==> src/hdl/wim_regs.svh <==
/*
 Timing counts and field codes for the wake input monitor.
 Assumes a 125 MHz core clock; included by its bare name.
*/
// Overview of operation
// - Both rising and falling threshold crossings of a wake pin signal an event.
// - Event raises interrupt in normal or stop mode, wake in sleep or fail-safe.
// - Static sensing keeps each wake input always active, no timer gating.
// - Cyclic sensing evaluates a pin only inside the assigned timer on-window.
// - Each crossing restarts the filter; event accepted if stable for filter time.
// - Wake capability is enabled separately per pin by the wake enable control.
// - One sticky status bit per pin records which pin caused a wake.
// - Normal and stop modes expose each pin level, enabled or not.
// - Under cyclic sensing the level status holds the last window sample.
// - Alternate outputs as wake inputs use fixed 16 us filter, own status.
// - Bias field: 00 none, 01 pull-down, 10 pull-up, 11 automatic.
// - Automatic bias pulls up on high level and pulls down on low level.
// - Detect field: 00 static 16us, 01 static 64us, 10/11 cyclic timer one/two.
// - Cyclic window period and on-time come from the selected timer control.
`ifndef WIM_REGS_SVH
`define WIM_REGS_SVH

`define WIM_CLK_MHZ        125
`define WIM_FILT_SHORT_US  16
`define WIM_FILT_LONG_US   64
`define WIM_TICK_US        1
`define WIM_TICK_CYC       (`WIM_TICK_US * `WIM_CLK_MHZ)

`define WIM_BIAS_NONE      2'h0
`define WIM_BIAS_DOWN      2'h1
`define WIM_BIAS_UP        2'h2
`define WIM_BIAS_AUTO      2'h3

`define WIM_DET_STATIC16   2'h0
`define WIM_DET_STATIC64   2'h1
`define WIM_DET_CYCLIC_T1  2'h2
`define WIM_DET_CYCLIC_T2  2'h3

`define WIM_NUM_WAKE       3
`define WIM_NUM_ALT        2
`define WIM_CNT_W          14
`define WIM_TMR_W          16

`endif

==> src/hdl/wim_pkg.sv <==
/*
 Types shared by the wake input monitor.
 Assumes nothing of its surroundings.
*/
package wim_pkg;
   typedef enum logic [1:0] {
      WIM_MODE_NORMAL,
      WIM_MODE_STOP,
      WIM_MODE_SLEEP,
      WIM_MODE_FAILSAFE
   } wim_mode_t;
endpackage

==> src/hdl/wim_filt_if.sv <==
/*
 Carrier between the top and one edge filter.
 Assumes both ends run on the same clock.
*/
`timescale 1ns/1ps
interface wim_filt_if;
   logic pinRaw;
   logic active;
   logic useLong;
   logic edgeEvt;
   logic stableLvl;
   logic syncLvl;
   modport filt (input pinRaw, input active, input useLong,
                 output edgeEvt, output stableLvl, output syncLvl);
   modport ctrl (output pinRaw, output active, output useLong,
                 input edgeEvt, input stableLvl, input syncLvl);
endinterface

==> src/hdl/wim_edge_filter.sv <==
/*
 Synchroniser and crossing filter for one wake input.
 Assumes an asynchronous pin level and a shared core clock.
*/
`timescale 1ns/1ps
`include "wim_regs.svh"
module wim_edge_filter #(
   parameter int ShortCyc = 2000,
   parameter int LongCyc  = 8000
) (
   input wire logic clk,
   input wire logic rst,
   wim_filt_if.filt f
);
   logic                 sync1_q;
   logic                 sync2_q;
   logic                 stable_q;
   logic                 evt_q;
   logic [`WIM_CNT_W-1:0] cnt_q;
   logic [`WIM_CNT_W-1:0] lim;

   // ----------------------------------------
   // synchroniser
   // ----------------------------------------
   always_ff @(posedge clk or posedge rst)
   begin
      if (rst)
      begin
         sync1_q <= 1'b0;
         sync2_q <= 1'b0;
      end
      else
      begin
         sync1_q <= f.pinRaw;
         sync2_q <= sync1_q;
      end
   end

   assign lim = f.useLong ? `WIM_CNT_W'(LongCyc - 1) : `WIM_CNT_W'(ShortCyc - 1);

   // ----------------------------------------
   // crossing filter
   // ----------------------------------------
   always_ff @(posedge clk or posedge rst)
   begin
      if (rst)
         cnt_q <= '0;
      else if (!f.active || sync2_q == stable_q)
         cnt_q <= '0;
      else if (cnt_q == lim)
         cnt_q <= '0;
      else
         cnt_q <= cnt_q + `WIM_CNT_W'(1);
   end

   always_ff @(posedge clk or posedge rst)
   begin
      if (rst)
      begin
         stable_q <= 1'b0;
         evt_q    <= 1'b0;
      end
      else
      begin
         evt_q <= 1'b0;
         if (f.active && sync2_q != stable_q && cnt_q == lim)
         begin
            stable_q <= sync2_q;
            evt_q    <= 1'b1;
         end
      end
   end

   assign f.edgeEvt   = evt_q;
   assign f.stableLvl = stable_q;
   assign f.syncLvl   = sync2_q;
endmodule

==> src/hdl/wim_wake_monitor.sv <==
/*
 Wake input monitor: three wake pins, two alternate pins, cyclic timers,
 bias control, wake and level status.
 Assumes asynchronous pin levels and control ports from the core clock domain.
*/
`timescale 1ns/1ps
`include "wim_regs.svh"
module wim_wake_monitor #(
   parameter int FiltShortCyc = `WIM_FILT_SHORT_US * `WIM_CLK_MHZ,
   parameter int FiltLongCyc  = `WIM_FILT_LONG_US * `WIM_CLK_MHZ
) (
   input  wire logic                    clk,
   input  wire logic                    rst,
   input  wire logic [2:0]              wakeInputPin,
   input  wire logic [1:0]              altFunctionOutputs,
   input  wire logic [1:0]              altWakeSelect,
   input  wire wim_pkg::wim_mode_t      sbcMode,
   input  wire logic [2:0]              wakeEnableControl,
   input  wire logic [5:0]              wakeBiasControl,
   input  wire logic [5:0]              wakeFilterControl,
   input  wire logic [`WIM_TMR_W-1:0]   timerOnePeriod,
   input  wire logic [`WIM_TMR_W-1:0]   timerOneOnTime,
   input  wire logic [`WIM_TMR_W-1:0]   timerTwoPeriod,
   input  wire logic [`WIM_TMR_W-1:0]   timerTwoOnTime,
   input  wire logic [2:0]              wakeSourceClear,
   input  wire logic [1:0]              altWakeClear,
   output logic                         intReq,
   output logic                         wakeReq,
   output logic [2:0]                   wakeSourceStatus,
   output logic [1:0]                   altPinWakeStatus,
   output logic [2:0]                   wakePinLevelStatus,
   output logic [2:0]                   pullUpEn,
   output logic [2:0]                   pullDownEn
);
   localparam int NW = `WIM_NUM_WAKE;
   localparam int NA = `WIM_NUM_ALT;

   logic [6:0]            tick_q;
   logic                  tickEn;
   logic [`WIM_TMR_W-1:0] tmrCnt_q [2];
   logic [1:0]            window;
   logic [NW+NA-1:0]      evt;
   logic [NW+NA-1:0]      stable;
   logic [NW+NA-1:0]      syncd;
   logic [NW-1:0]         wakeEvt;
   logic                  anyEvt;
   logic                  awake;
   logic [2:0]            src_q;
   logic [1:0]            alt_q;
   logic [2:0]            lvl_q;
   logic                  int_q;
   logic                  wak_q;
   logic [2:0]            pu_q;
   logic [2:0]            pd_q;

   wim_filt_if fi [NW+NA] ();

   function automatic logic isCyclic(input logic [1:0] det);
      return det == `WIM_DET_CYCLIC_T1 || det == `WIM_DET_CYCLIC_T2;
   endfunction

   function automatic logic inWindow(input logic [`WIM_TMR_W-1:0] cnt,
                                     input logic [`WIM_TMR_W-1:0] onTime);
      return cnt < onTime;
   endfunction

   // ----------------------------------------
   // cyclic sense timers
   // ----------------------------------------
   assign tickEn = (tick_q == 7'(`WIM_TICK_CYC - 1));

   always_ff @(posedge clk or posedge rst)
   begin
      if (rst)
         tick_q <= 7'h00;
      else if (tickEn)
         tick_q <= 7'h00;
      else
         tick_q <= tick_q + 7'h01;
   end

   always_ff @(posedge clk or posedge rst)
   begin
      if (rst)
      begin
         tmrCnt_q[0] <= '0;
         tmrCnt_q[1] <= '0;
      end
      else if (tickEn)
      begin
         // period and on-time from the selected timer control
         tmrCnt_q[0] <= (tmrCnt_q[0] + 16'h0001 >= timerOnePeriod) ? '0
                        : tmrCnt_q[0] + 16'h0001;
         tmrCnt_q[1] <= (tmrCnt_q[1] + 16'h0001 >= timerTwoPeriod) ? '0
                        : tmrCnt_q[1] + 16'h0001;
      end
   end

   assign window[0] = inWindow(tmrCnt_q[0], timerOneOnTime);
   assign window[1] = inWindow(tmrCnt_q[1], timerTwoOnTime);

   // ----------------------------------------
   // filters
   // ----------------------------------------
   for (genvar i = 0; i < NW + NA; i++)
   begin : g_filt
      if (i < NW)
      begin : g_wk
         logic [1:0] det;
         assign det = wakeFilterControl[2*i +: 2];
         assign fi[i].pinRaw  = wakeInputPin[i];
         assign fi[i].useLong = (det == `WIM_DET_STATIC64);
         assign fi[i].active  = !isCyclic(det) ? 1'b1
                                : window[det[0]];
      end
      else
      begin : g_alt
         assign fi[i].pinRaw  = altFunctionOutputs[i-NW];
         assign fi[i].useLong = 1'b0;
         assign fi[i].active  = altWakeSelect[i-NW];
      end
      assign evt[i]    = fi[i].edgeEvt;
      assign stable[i] = fi[i].stableLvl;
      assign syncd[i]  = fi[i].syncLvl;

      wim_edge_filter #(
         .ShortCyc (FiltShortCyc),
         .LongCyc  (FiltLongCyc)
      ) u_filt (
         .clk (clk),
         .rst (rst),
         .f   (fi[i])
      );
   end

   // ----------------------------------------
   // event signalling
   // ----------------------------------------
   assign wakeEvt = evt[NW-1:0] & wakeEnableControl;
   assign anyEvt  = (|wakeEvt) | (|(evt[NW+NA-1:NW] & altWakeSelect));
   assign awake   = (sbcMode == wim_pkg::WIM_MODE_NORMAL) ||
                    (sbcMode == wim_pkg::WIM_MODE_STOP);

   always_ff @(posedge clk or posedge rst)
   begin
      if (rst)
      begin
         int_q <= 1'b0;
         wak_q <= 1'b0;
      end
      else
      begin
         int_q <= anyEvt && awake;
         wak_q <= anyEvt && !awake;
      end
   end

   // ----------------------------------------
   // status flags, set wins over clear
   // ----------------------------------------
   always_ff @(posedge clk or posedge rst)
   begin
      if (rst)
      begin
         src_q <= 3'h0;
         alt_q <= 2'h0;
      end
      else
      begin
         src_q <= (src_q & ~wakeSourceClear) | wakeEvt;
         alt_q <= (alt_q & ~altWakeClear)
                  | (evt[NW+NA-1:NW] & altWakeSelect);
      end
   end

   // ----------------------------------------
   // level status and bias
   // ----------------------------------------
   always_ff @(posedge clk or posedge rst)
   begin
      if (rst)
         lvl_q <= 3'h0;
      else if (awake)
         for (int i = 0; i < NW; i++)
            lvl_q[i] <= isCyclic(wakeFilterControl[2*i +: 2]) ? stable[i]
                        : syncd[i];
   end

   always_ff @(posedge clk or posedge rst)
   begin
      if (rst)
      begin
         pu_q <= 3'h0;
         pd_q <= 3'h0;
      end
      else
         for (int i = 0; i < NW; i++)
         begin
            unique case (wakeBiasControl[2*i +: 2])
               `WIM_BIAS_NONE:
               begin
                  pu_q[i] <= 1'b0;
                  pd_q[i] <= 1'b0;
               end
               `WIM_BIAS_DOWN:
               begin
                  pu_q[i] <= 1'b0;
                  pd_q[i] <= 1'b1;
               end
               `WIM_BIAS_UP:
               begin
                  pu_q[i] <= 1'b1;
                  pd_q[i] <= 1'b0;
               end
               `WIM_BIAS_AUTO:
               begin
                  pu_q[i] <= syncd[i];
                  pd_q[i] <= !syncd[i];
               end
            endcase
         end
   end

   assign intReq             = int_q;
   assign wakeReq            = wak_q;
   assign wakeSourceStatus   = src_q;
   assign altPinWakeStatus   = alt_q;
   assign wakePinLevelStatus = lvl_q;
   assign pullUpEn           = pu_q;
   assign pullDownEn         = pd_q;
endmodule

==> config.mk <==
export PLATFORM = sky130hd
export DESIGN_NAME = wim_wake_monitor
export DESIGN_NICKNAME = d
export VERILOG_FILES = /design/src/hdl/wim_pkg.sv /design/src/hdl/wim_filt_if.sv /design/src/hdl/wim_edge_filter.sv /design/src/hdl/wim_wake_monitor.sv
export VERILOG_INCLUDE_DIRS = /design/src /design/src/hdl
export SDC_FILE = /design/constraint.sdc
export NUM_CORES = 1
export LEC_CHECK = 0
export BUFFER_PORTS_ARGS = -buffer_cell sky130_fd_sc_hd__buf_2
export CAP_MARGIN = 10
export CORE_ASPECT_RATIO = 1.2
export CORE_MARGIN = 4
export CORE_UTILIZATION = 45
export DETAILED_ROUTE_END_ITERATION = 7
export HOLD_SLACK_MARGIN = 0.03
export PLACE_DENSITY_LB_ADDON = 0.1
export RECOVER_POWER = 50
export SKIP_LAST_GASP = 1
export SYNTH_ARGS = -nofsm -noshare
export SYNTH_HDL_FRONTEND = slang
export SYNTH_SLANG_ARGS = --single-unit
==> constraint.sdc <==
create_clock -name clk -period 6.7 [get_ports clk]
set_input_delay 1.34 -clock clk [delete_from_list [all_inputs] [get_ports clk]]
set_output_delay 1.34 -clock clk [all_outputs]
set_load 0.05 [all_outputs]
==> results of run 1 <==
stage by stage:
| stage | cells | utilization [%] | area (µm²) |
|---|---|---|---|
| 2_1_floorplan | 856 | - | 8220 |
| 3_3_place_gp | 1174 | 50.8 | 8990 |
| 3_5_place_dp | 1174 | 50.8 | 8990 |
| 4_1_cts | 1206 | 54.1 | 9580 |
| 5_1_grt | 1206 | 54.0 | 9570 |
| 6_report | 1206 | 54.0 | 9570 |
synthesized netlist by cell type (all sizes together), types with 3 or more instances:
master / n
o211ai: 9
inv: 85
a21boi: 5
clkbuf: 8
or3: 5
nand2b: 7
a22o: 22
nor3: 10
xnor2: 40
nor2: 111
nand2: 59
xor2: 54
and3: 22
o21a: 8
a211oi: 7
mux2i: 3
nand3: 50
dfrtp: 145
o21ai: 36
and4: 6
nor2b: 11
buf: 4
nand4: 18
ha: 71
nor4: 8
a31oi: 3
or4b: 3
mux2: 5
a21oi: 19
a21o: 7
and2: 3
area by class of cell:
| class | instances | area (µm²) |
|---|---|---|
| multi-input cells | 614 | 4210 |
| flip-flops and latches | 145 | 3630 |
| repair buffers | 110 | 547 |
| clock inverters | 15 | 159 |
| inverters | 85 | 320 |
| well taps | 220 | 275 |
| fillers | 1670 | 8140 |
| clock buffers | 17 | 425 |
cells by family (layout without fill, tap and decap cells):
family / count (synthesis) / in the layout
adders and majority gates: 71 / 71
xor gates and xnor gates: 94 / 94
AOI/OAI and AO/OA: 125 / 125
buffers and inverters: 97 / 227
DFF: 145 / 145
muxes: 8 / 8
and+or+nand+nor: 316 / 316
power by group through the flow:
| stage | clock (mW) | combinational [mW] | sequential (mW) |
|---|---|---|---|
| global placement | 0 | 0.132 | 0.911 |
| finish | 0.937 | 0.129 | 0.895 |
| floorplan | 0 | 0.0679 | 0.923 |
| detailed placement | 0 | 0.133 | 0.911 |
| global route | 1.00 | 0.149 | 0.896 |
| CTS | 0.958 | 0.134 | 0.895 |
placed cells by master (no fill, tap or decap), types with 22 or more instances in the layout:
cell and n:
ha_1 71, buf_2 104, xnor2_1 40, inv_1 84, nor2_1 111, xor2_1 54, dfrtp_1 145, and3_1 22
nand2_1 59, a22o_1 22, o21ai_0 35, nand3_1 46
path summary, 6_finish.rpt:
check	from	end	slack [ns]	cells past startpoint
max	rst	g_filt[2].u_filt.f.syncLvl$_DFF_PP0_	2.63	3
min	g_filt[0].u_filt.sync1_q$_DFF_PP0_	g_filt[0].u_filt.f.syncLvl$_DFF_PP0_	0.35	0
max reg2reg	tmrCnt_q[2]$_DFFE_PP0N_	tmrCnt_q[6]$_DFFE_PP0N_	2.82	13
min reg2reg	g_filt[0].u_filt.sync1_q$_DFF_PP0_	g_filt[0].u_filt.f.syncLvl$_DFF_PP0_	0.35	0
max in group clk	tmrCnt_q[2]$_DFFE_PP0N_	tmrCnt_q[6]$_DFFE_PP0N_	2.82	13
min in group asynchronous	rst	g_filt[4].u_filt.sync1_q$_DFF_PP0_	2.10	2
registers in the layout, summed over array words and instances, names as in the netlist, 5 cells and up:
register and flops:
g_filt.u_filt.cnt_q 70, g_filt.u_filt.f.edgeEvt 5, tmrCnt_q 32, g_filt.u_filt.f.syncLvl 5, g_filt.u_filt.f.stableLvl 5, g_filt.u_filt.sync1_q 5
tick_q 7
metal layers:
metal / vias up / share of wire [%]
li1: 3158 / -
met1: 2901 / 47
met2: 104 / 47
met3: 25 / 3.9
met4: 0 / 1.6
met5: - / 0
worst register-to-register path: cells and delay by family, from the launching register on:
family,cells,cell delay [ns]
AND/OR/NAND/NOR,6,1.84
AO/OA/AOI/OAI,5,1.03
flip-flops,1,0.47
adder cells (fa/ha/maj),1,0.27
XOR/XNOR,1,0.20
==> run metrics, run 1 <==
status=finished with violations; failing checks=max-capacitance violations, max-slew violations; WP buf/inv=3; residual DRC count=0; CP cell instances=buf_2, clkinvlp_2, buf_4; nets@finish=1,139; worst-path fanout max=90; max-cap violations=1; PwrDens=205 mW/mm²; DP Worst Slack=2.86 ns; GRT busiest layer=met2; # hold bufs at CTS=0; Synth Area in Adders=10.8%; die span in x=131 µm; logic gate share of total power=6.6%; Die Y=156 µm; setup TNS=0 ns; Critical Path End Type=asynchronous set/reset pin; Crit path max-delay family=buffers and inverters; Mapped Nets=1,022; Min-Delay Path Class=flip-flop to flip-flop; number of global-route vias before repair=6,253; highest cell delay on the worst timing path=2.20 ns; Post-synth EDFFs=0; worst IR drop on VDD=0.000204 V; crit start category=input port; pin count of the biggest net entering global routing=91; Net Sw Power=0.474 mW; Clk pin slew, worst setup/hold paths=0.06 ns; # setup viols final=0; Cell variety after synth=52; flops & latches, synth=145; Yosys top cell by area=dfrtp_1; Yosys Warn Count=0; kind of critical path=input port to asynchronous set/reset pin; Net Sw Frac=24.2%; Sequential Power Share=45.6%; Post-DRT Antenna Nets=0; cell count after synthesis=856; Worst-Margin Slew=3.97 ns; post-CTS setup repair buffer count=0; core box area=0.0177 mm²; Bufs on Longest Clock Path=2; multiplexer area fraction after synthesis=1.05%; smallest hold slack=0.350 ns; Root Driver=clkbuf_16; area share of and/or/nand/nor cells after synthesis=18.9%; Yosys top cell area share=44.2%; Fin. Hold Viols=0; CTS resizes=0; Synth Cell Area=0.00822 mm²; Slowest-stage cell, CP=clkinvlp_2; first-pass GRT wire length=29.3 mm; # rows=53; Final WS setup=2.63 ns; CTS tree=done; final worst path period share=60.7%; RSZ-0062 raised after global routing=false; met3 Use GR=4.23%; share of the synthesized area in compound gates (AO/OA/AOI/OAI)=10.4%; CP arrival=4.55 ns; Top FF cell, synth=dfrtp_1; hpwl dp=12.6 mm; Final Skew=0.00851 ns; DR vias/cell=5.13; gp weighted congestion=0.802; Int Power=1.49 mW; gr ovfl total=0; Pleak=4.72 nW; CTS H-tree lvls=4; number of I/O pins=111; Initial DRC Count=266; buffers added on ports=109; met1 usage=22.6%; Slew Viols, Final=91; initial antenna violation count=0; final WL=17.1 mm; sequential area share after synthesis=44.2%; Layout area overhead=16.4%; CTS Sinks=145; Avg Synthesized Cell Area=9.60 µm²; Worst-Skew Late Latency=0.43 ns; Num CTS Buffers=17; XOR/XNOR share of the synthesized area=10.0%; Worst slew margin=-166%; synth top area cells=dfrtp_1 44%, ha_1 11%, xor2_1 5.8%; vias=6,188; Power Total=1.96 mW; Initial Utilization=46.4%; Critical Path RT=7.19 ns; antenna diode count=0; fraction of layout cells with a size suffix above 1=16.0%; DR WL/cell=14.1 µm; 1st-pass router iterations=4; clock share of power=47.8%; maximum clock frequency=246 MHz; largest family of logic cells by synthesized area=simple AND/OR/NAND/NOR gates; fin crit period=4.07 ns; M2 GR Usage=28.4%; GRT Overall Usage=17.3%; full die area=0.0205 mm²; Async SR Flop Fraction=100%
Power figures use the tool's default switching activity.
==> run 2: changes to the inputs <==
==> constraint.sdc (replaced) <==
create_clock -name clk -period 4.23 [get_ports clk]
set_input_delay 0.846 -clock clk [delete_from_list [all_inputs] [get_ports clk]]
set_output_delay 0.846 -clock clk [all_outputs]
set_load 0.05 [all_outputs]
==> run metrics, run 2 (synthesis results as in run 1) <==
final WL=17.1 mm (about the same); final worst path period share=87.7%; PwrDens=329 mW/mm² (+61%); kind of critical path=flip-flop to flip-flop; highest cell delay on the worst timing path=0.54 ns (-1.66 ns); Hold Startpoint=g_filt[0].u_filt.sync1_q$_DFF_PP0_; Design Area, Final=0.00961 mm² (+0.51%); logic gate share of total power=6.5% (about the same); DR WL/cell=14.1 µm (-0.26%); CP arrival=4.06 ns (-0.49 ns); hold worst-path end=g_filt[0].u_filt.f.syncLvl$_DFF_PP0_; Slowest-stage cell, CP=nor2_1; Pleak=4.75 nW (+0.73%); Min-Delay Path Class=flip-flop to flip-flop; CTS tree=done; Worst-Margin Slew=2.33 ns (-1.64 ns); initial antenna violation count=0 (unchanged); Initial Utilization=46.4% (unchanged); Worst Hold Path Cells=0 (unchanged); Layout area overhead=17.0%; antenna diode count=0 (unchanged); # rows=53 (unchanged); CTS resizes=0 (unchanged); Worst slew margin=-55.4% (+110 points); Num CTS Buffers=17 (unchanged); # hold bufs at CTS=0 (unchanged); Final Util=54.3% (+0.28 points); Fin. Hold Viols=0 (unchanged); max-cap violations=2 (+1); 1st-pass router iterations=4 (unchanged); worst-path fanout max=11 (-88%); RR Endpoint=tmrCnt_q[6]$_DFFE_PP0N_; Final Skew=0.00551 ns (-0.00301 ns); first-pass GRT wire length=29.2 mm (-0.12%); GRT Overall Usage=17.4% (+0.094 points); R2R depth=14 (+1); die span in x=131 µm (unchanged); Power Total=3.17 mW (+61%); CP cell instances=and3_1, and3_1, nand4_1, nor2b_1, and3_1, xor2_1, ha_1, a21o_1, a21o_1, a21oi_1, o21ai_1, buf_4, nor2_1, a22o_1; Clk pin slew, worst setup/hold paths=0.06 ns (about the same); gp weighted congestion=0.814 (+1.5%); failing checks=max-capacitance violations, max-slew violations; final cell count without fillers=1,209 (+0.25%); residual DRC count=0 (unchanged); Bufs on Longest Clock Path=2 (unchanged); RSZ-0062 raised after global routing=false; nets@finish=1,144 (+0.44%); # setup viols final=0 (unchanged); setup TNS=0 ns (unchanged); M1 WL=8.05 mm (-0.43%); Die Y=156 µm (unchanged); clock share of power=48.7% (+0.9 points); status=finished with violations; number of global-route vias before repair=6,069 (-2.9%); Critical Path End Type=flip-flop; Sequential Power Share=44.8% (-0.8 points); fin crit period=3.71 ns; Final WS setup=0.522 ns (-2.11 ns); Critical Path RT=4.59 ns (-2.60 ns); fillcell total=1,648 (-1.3%); DP Worst Slack=0.556 ns (-2.31 ns); core box area=0.0177 mm² (unchanged); gr ovfl total=0 (unchanged); Post-DRT Antenna Nets=0 (unchanged); crit start category=flip-flop; r2r setup slk=0.52 ns (-2.30 ns); Root Driver=clkbuf_16; post-CTS setup repair buffer count=0 (unchanged); Biggest register=g_filt.u_filt.cnt_q; smallest hold slack=0.346 ns (-0.00356 ns); biggest regs=g_filt.u_filt.cnt_q x70, tmrCnt_q x32, tick_q x7; top sig layer=met4; Crit path top cell by count=and3_1; commonest non-fill, non-tap cell in the layout=dfrtp_1; Placed Cells=1,179 (+0.43%); Net Sw Frac=21.6% (-2.5 points); reg-to-reg critical path startpoint=tmrCnt_q[2]$_DFFE_PP0N_; Int Power=2.48 mW (+67%); maximum clock frequency=270 MHz; routed wl met3=700 µm (+4.2%); pin count of the biggest net entering global routing=81 (-11%); DR vias/cell=5.18 (+0.93%); vias=6,261 (+1.2%); DP Area=0.00904 mm² (+0.54%); number of I/O pins=111 (unchanged); metal2 WL=7.98 mm (-0.50%); buffers added on ports=109 (unchanged); Initial DRC Count=297 (+12%); most frequent cells in the layout=145 x dfrtp_1, 111 x nor2_1, 103 x buf_2; full die area=0.0205 mm² (unchanged); max FFs per register=70 (unchanged); Net Sw Power=0.684 mW (+44%); CTS H-tree lvls=4 (unchanged); CTS Sinks=145 (unchanged); hpwl dp=12.7 mm (+0.86%); Slew Viols, Final=123 (+35%); worst IR drop on VDD=0.000320 V (+57%); fraction of layout cells with a size suffix above 1=15.7% (-0.35 points); Worst-Skew Late Latency=0.42 ns (about the same)
run 2: critical path, delay by kind of cell (launching register included):
family,cells,cell delay [ns]
simple gates,6,1.70
xor+xnor,1,0.19
fa+ha+maj,1,0.27
flops,1,0.46
buf+inv,1,0.18
compound gates,5,0.85
run 2: routing by layer:
layer	GRT usage [%]	vias up
li1	-	3171
met1	23.5	2959
met2	27.8	106
met3	3.77	25
met4	6.35	0
met5	0	-
run 2: cell type report:
class,count,area [µm²],share of cell area [%]
repair buffers,115,577,6.00
clock inverters,5,100,1.04
clock buffers,25,505,5.26
multi-input cells,614,4210,43.8
well taps,220,275,2.86
inverters,85,320,3.33
flip-flops and latches,145,3630,37.7
run 2: how the worst max path moves through the flow:
| stage | slack (ns) | startpoint | endpoint | cells after the start |
|---|---|---|---|---|
| after floorplan | 1.26 | tmrCnt_q[2]$_DFFE_PP0N_ | tmrCnt_q[0]$_DFFE_PP0N_ | 14 |
| after global placement | 0.56 | tmrCnt_q[2]$_DFFE_PP0N_ | tmrCnt_q[6]$_DFFE_PP0N_ | 14 |
| after detailed placement | 0.56 | tmrCnt_q[2]$_DFFE_PP0N_ | tmrCnt_q[2]$_DFFE_PP0N_ | 14 |
| after CTS | 0.52 | tmrCnt_q[2]$_DFFE_PP0N_ | tmrCnt_q[2]$_DFFE_PP0N_ | 14 |
| after global routing | 0.18 | tmrCnt_q[0]$_DFFE_PP0N_ | tmrCnt_q[8]$_DFFE_PP0N_ | 14 |
| final | 0.52 | tmrCnt_q[2]$_DFFE_PP0N_ | tmrCnt_q[6]$_DFFE_PP0N_ | 14 |
run 2: power by group through the flow:
| stage | logic (mW) | clock network, mW | registers (mW) |
|---|---|---|---|
| after global placement | 0.213 | 0 | 1.44 |
| after global routing | 0.240 | 1.65 | 1.42 |
| final | 0.207 | 1.54 | 1.42 |
| after floorplan | 0.108 | 0 | 1.46 |
| after detailed placement | 0.216 | 0 | 1.44 |
| after CTS | 0.217 | 1.58 | 1.42 |
==> run 3: changes to the inputs <==
--- a/config.mk
+++ b/config.mk
@@ -6,6 +6,7 @@
 export SDC_FILE = /design/constraint.sdc
 export NUM_CORES = 1
 export LEC_CHECK = 0
+export ABC_AREA = 1
 export BUFFER_PORTS_ARGS = -buffer_cell sky130_fd_sc_hd__buf_2
 export CAP_MARGIN = 10
 export CORE_ASPECT_RATIO = 1.2
==> run metrics, run 3 <==
sequential area share after synthesis=39.7% (-4.5 points); Biggest register=g_filt.u_filt.cnt_q; biggest regs=g_filt.u_filt.cnt_q x70, tmrCnt_q x32, tick_q x7; CP arrival=3.52 ns (-0.54 ns); first-pass GRT wire length=33.1 mm (+13%); most frequent cells in the layout=199 x nand2_1, 175 x inv_1, 145 x dfrtp_1; Layout area overhead=15.0%; number of I/O pins=111 (unchanged); CTS H-tree lvls=4 (unchanged); nets@finish=1,392 (+22%); Critical Path RT=4.55 ns (-0.04 ns); Pleak=5.49 nW (+15%); worst IR drop on VDD=0.000261 V (-18%); Mapped Nets=1,280 (+25%); pin count of the biggest net entering global routing=86 (+6.2%); number of global-route vias before repair=7,288 (+20%); Async SR Flop Fraction=100% (unchanged); CTS resizes=0 (unchanged); Avg Synthesized Cell Area=8.21 µm² (-14%); # hold bufs at CTS=0 (unchanged); Post-synth EDFFs=0 (unchanged); vias=7,327 (+17%); residual DRC count=0 (unchanged); crit start category=flip-flop; commonest non-fill, non-tap cell in the layout=nand2_1; PwrDens=303 mW/mm² (-8.0%); Root Driver=clkbuf_16; Clk pin slew, worst setup/hold paths=0.06 ns (about the same); fillcell total=1,964 (+19%); Slew Viols, Final=38 (-69%); GRT Overall Usage=17.5% (+0.085 points); Initial DRC Count=237 (-20%); Die Y=164 µm (+5.2%); antenna diode count=0 (unchanged); Num CTS Buffers=17 (unchanged); Final Util=53.2% (-1.1 points); Worst slew margin=-18.1% (+37 points); buffers added on ports=109 (unchanged); failing checks=max-capacitance violations, max-slew violations; Worst-Skew Late Latency=0.42 ns (about the same); Design Area, Final=0.0105 mm² (+9.3%); status=finished with violations; initial antenna violation count=0 (unchanged); Min-Delay Path Class=flip-flop to flip-flop; final WL=19.0 mm (+11%); Yosys Warn Count=0 (unchanged); Critical Path End Type=flip-flop; DP Worst Slack=1.02 ns (+0.461 ns); Fin. Hold Viols=0 (unchanged); gp weighted congestion=0.831 (+2.1%); synth top area cells=dfrtp_1 40%, ha_1 9.7%, nand2_1 8.2%; max-cap violations=1 (-1); Bufs on Longest Clock Path=2 (unchanged); DR vias/cell=4.89 (-5.6%); Synth Cell Area=0.00914 mm² (+11%); fin crit period=3.19 ns (-0.515 ns); flops & latches, synth=145 (unchanged); Yosys top cell area share=39.7% (-4.5 points); die span in x=138 µm (+5.2%); Top FF cell, synth=dfrtp_1; max FFs per register=70 (unchanged); kind of critical path=flip-flop to flip-flop; Initial Utilization=46.3% (-0.12 points); hpwl dp=14.6 mm (+15%); DP Area=0.00994 mm² (+10%); 1st-pass router iterations=4 (unchanged); Power Total=3.19 mW (+0.61%); cell count after synthesis=1,114 (+30%); Yosys top cell by area=dfrtp_1; CTS tree=done; CTS Sinks=145 (unchanged); final cell count without fillers=1,499 (+24%); # rows=56 (+5.7%); Final Skew=0.0113 ns (+0.00581 ns); smallest hold slack=0.347 ns (+0.000636 ns); RSZ-0062 raised after global routing=false; worst-path fanout max=16 (+5); setup TNS=0 ns (unchanged); Cell variety after synth=47 (-9.6%); # setup viols final=0 (unchanged); core box area=0.0198 mm² (+12%); Post-DRT Antenna Nets=0 (unchanged); full die area=0.0227 mm² (+11%); fraction of layout cells with a size suffix above 1=17.4% (+1.7 points); gr ovfl total=0 (unchanged); Placed Cells=1,468 (+25%); Worst-Margin Slew=1.76 ns (-0.569 ns); DR WL/cell=12.7 µm (-10%); Synth top cells by count=199 x nand2_1, 176 x inv_1, 145 x dfrtp_1, 98 x nor2_1, 71 x ha_1; final worst path period share=75.5% (-12 points); maximum clock frequency=313 MHz (+16%); Final WS setup=1.04 ns (+0.515 ns); post-CTS setup repair buffer count=0 (unchanged); count leader, synth=nand2_1
[run 3: layout make-up]
class | instances | area (µm²) | area share, %
well taps | 261 | 327 | 3.11
clock buffers | 20 | 467 | 4.44
repair buffers | 111 | 563 | 5.36
flip-flops and latches | 145 | 3630 | 34.5
inverters | 187 | 717 | 6.82
multi-input cells | 764 | 4670 | 44.5
clock inverters | 11 | 136 | 1.30
[run 3: critical path, cell delays in order (launching register included)]
cell     delay (ns)
dfrtp_1        0.43
ha_1           0.24
nand3_2        0.15
nor3_2         0.25
nand2_1        0.12
nor2_2         0.14
xor2_2         0.20
ha_1           0.26
nand2_1        0.07
inv_1          0.05
nand3_1        0.09
inv_1          0.05
a21oi_1        0.15
nand3_1        0.56
o21ai_1        0.35
[run 3: cells by family (layout without fill, tap and decap cells)]
logic type / Yosys count / count (layout) / synth area share (%)
simple gates: 491 / 491 / 26.4
buf+inv: 205 / 329 / 9.00
flops: 145 / 145 / 39.7
compound gates: 131 / 131 / 8.13
fa+ha+maj: 71 / 71 / 9.72
xor+xnor: 69 / 69 / 6.86
mux: 2 / 2 / 0.246
[run 3: worst paths after layout]
path | startpoint | endpoint | slack (ns) | cells after the start
max in group asynchronous | rst | tmrCnt_q[8]$_DFFE_PP0N_ | 1.54 | 3
worst min-delay path | g_filt[4].u_filt.sync1_q$_DFF_PP0_ | g_filt[4].u_filt.f.syncLvl$_DFF_PP0_ | 0.35 | 0
min in group asynchronous | rst | g_filt[3].u_filt.cnt_q[9]$_DFF_PP0_ | 0.87 | 2
worst min register to register | g_filt[4].u_filt.sync1_q$_DFF_PP0_ | g_filt[4].u_filt.f.syncLvl$_DFF_PP0_ | 0.35 | 0
worst max-delay path | tmrCnt_q[0]$_DFFE_PP0N_ | tmrCnt_q[2]$_DFFE_PP0N_ | 1.04 | 14
worst max register to register | tmrCnt_q[0]$_DFFE_PP0N_ | tmrCnt_q[2]$_DFFE_PP0N_ | 1.04 | 14
[run 3: per-layer routing]
layer	GRT usage, %	up-vias	routed length, µm
li1	-	3830	-
met1	22.4	3374	8900
met2	30.6	106	9330
met3	3.35	17	554
met4	4.45	0	202
met5	0	-	0
[run 3: power breakdown]
part           switching (mW)  internal (mW)  leakage, nW
Combinational           0.151         0.0838         3.39
Sequential             0.0102           1.41         1.80
Clock                   0.569          0.965        0.301
Total                   0.731           2.45         5.49
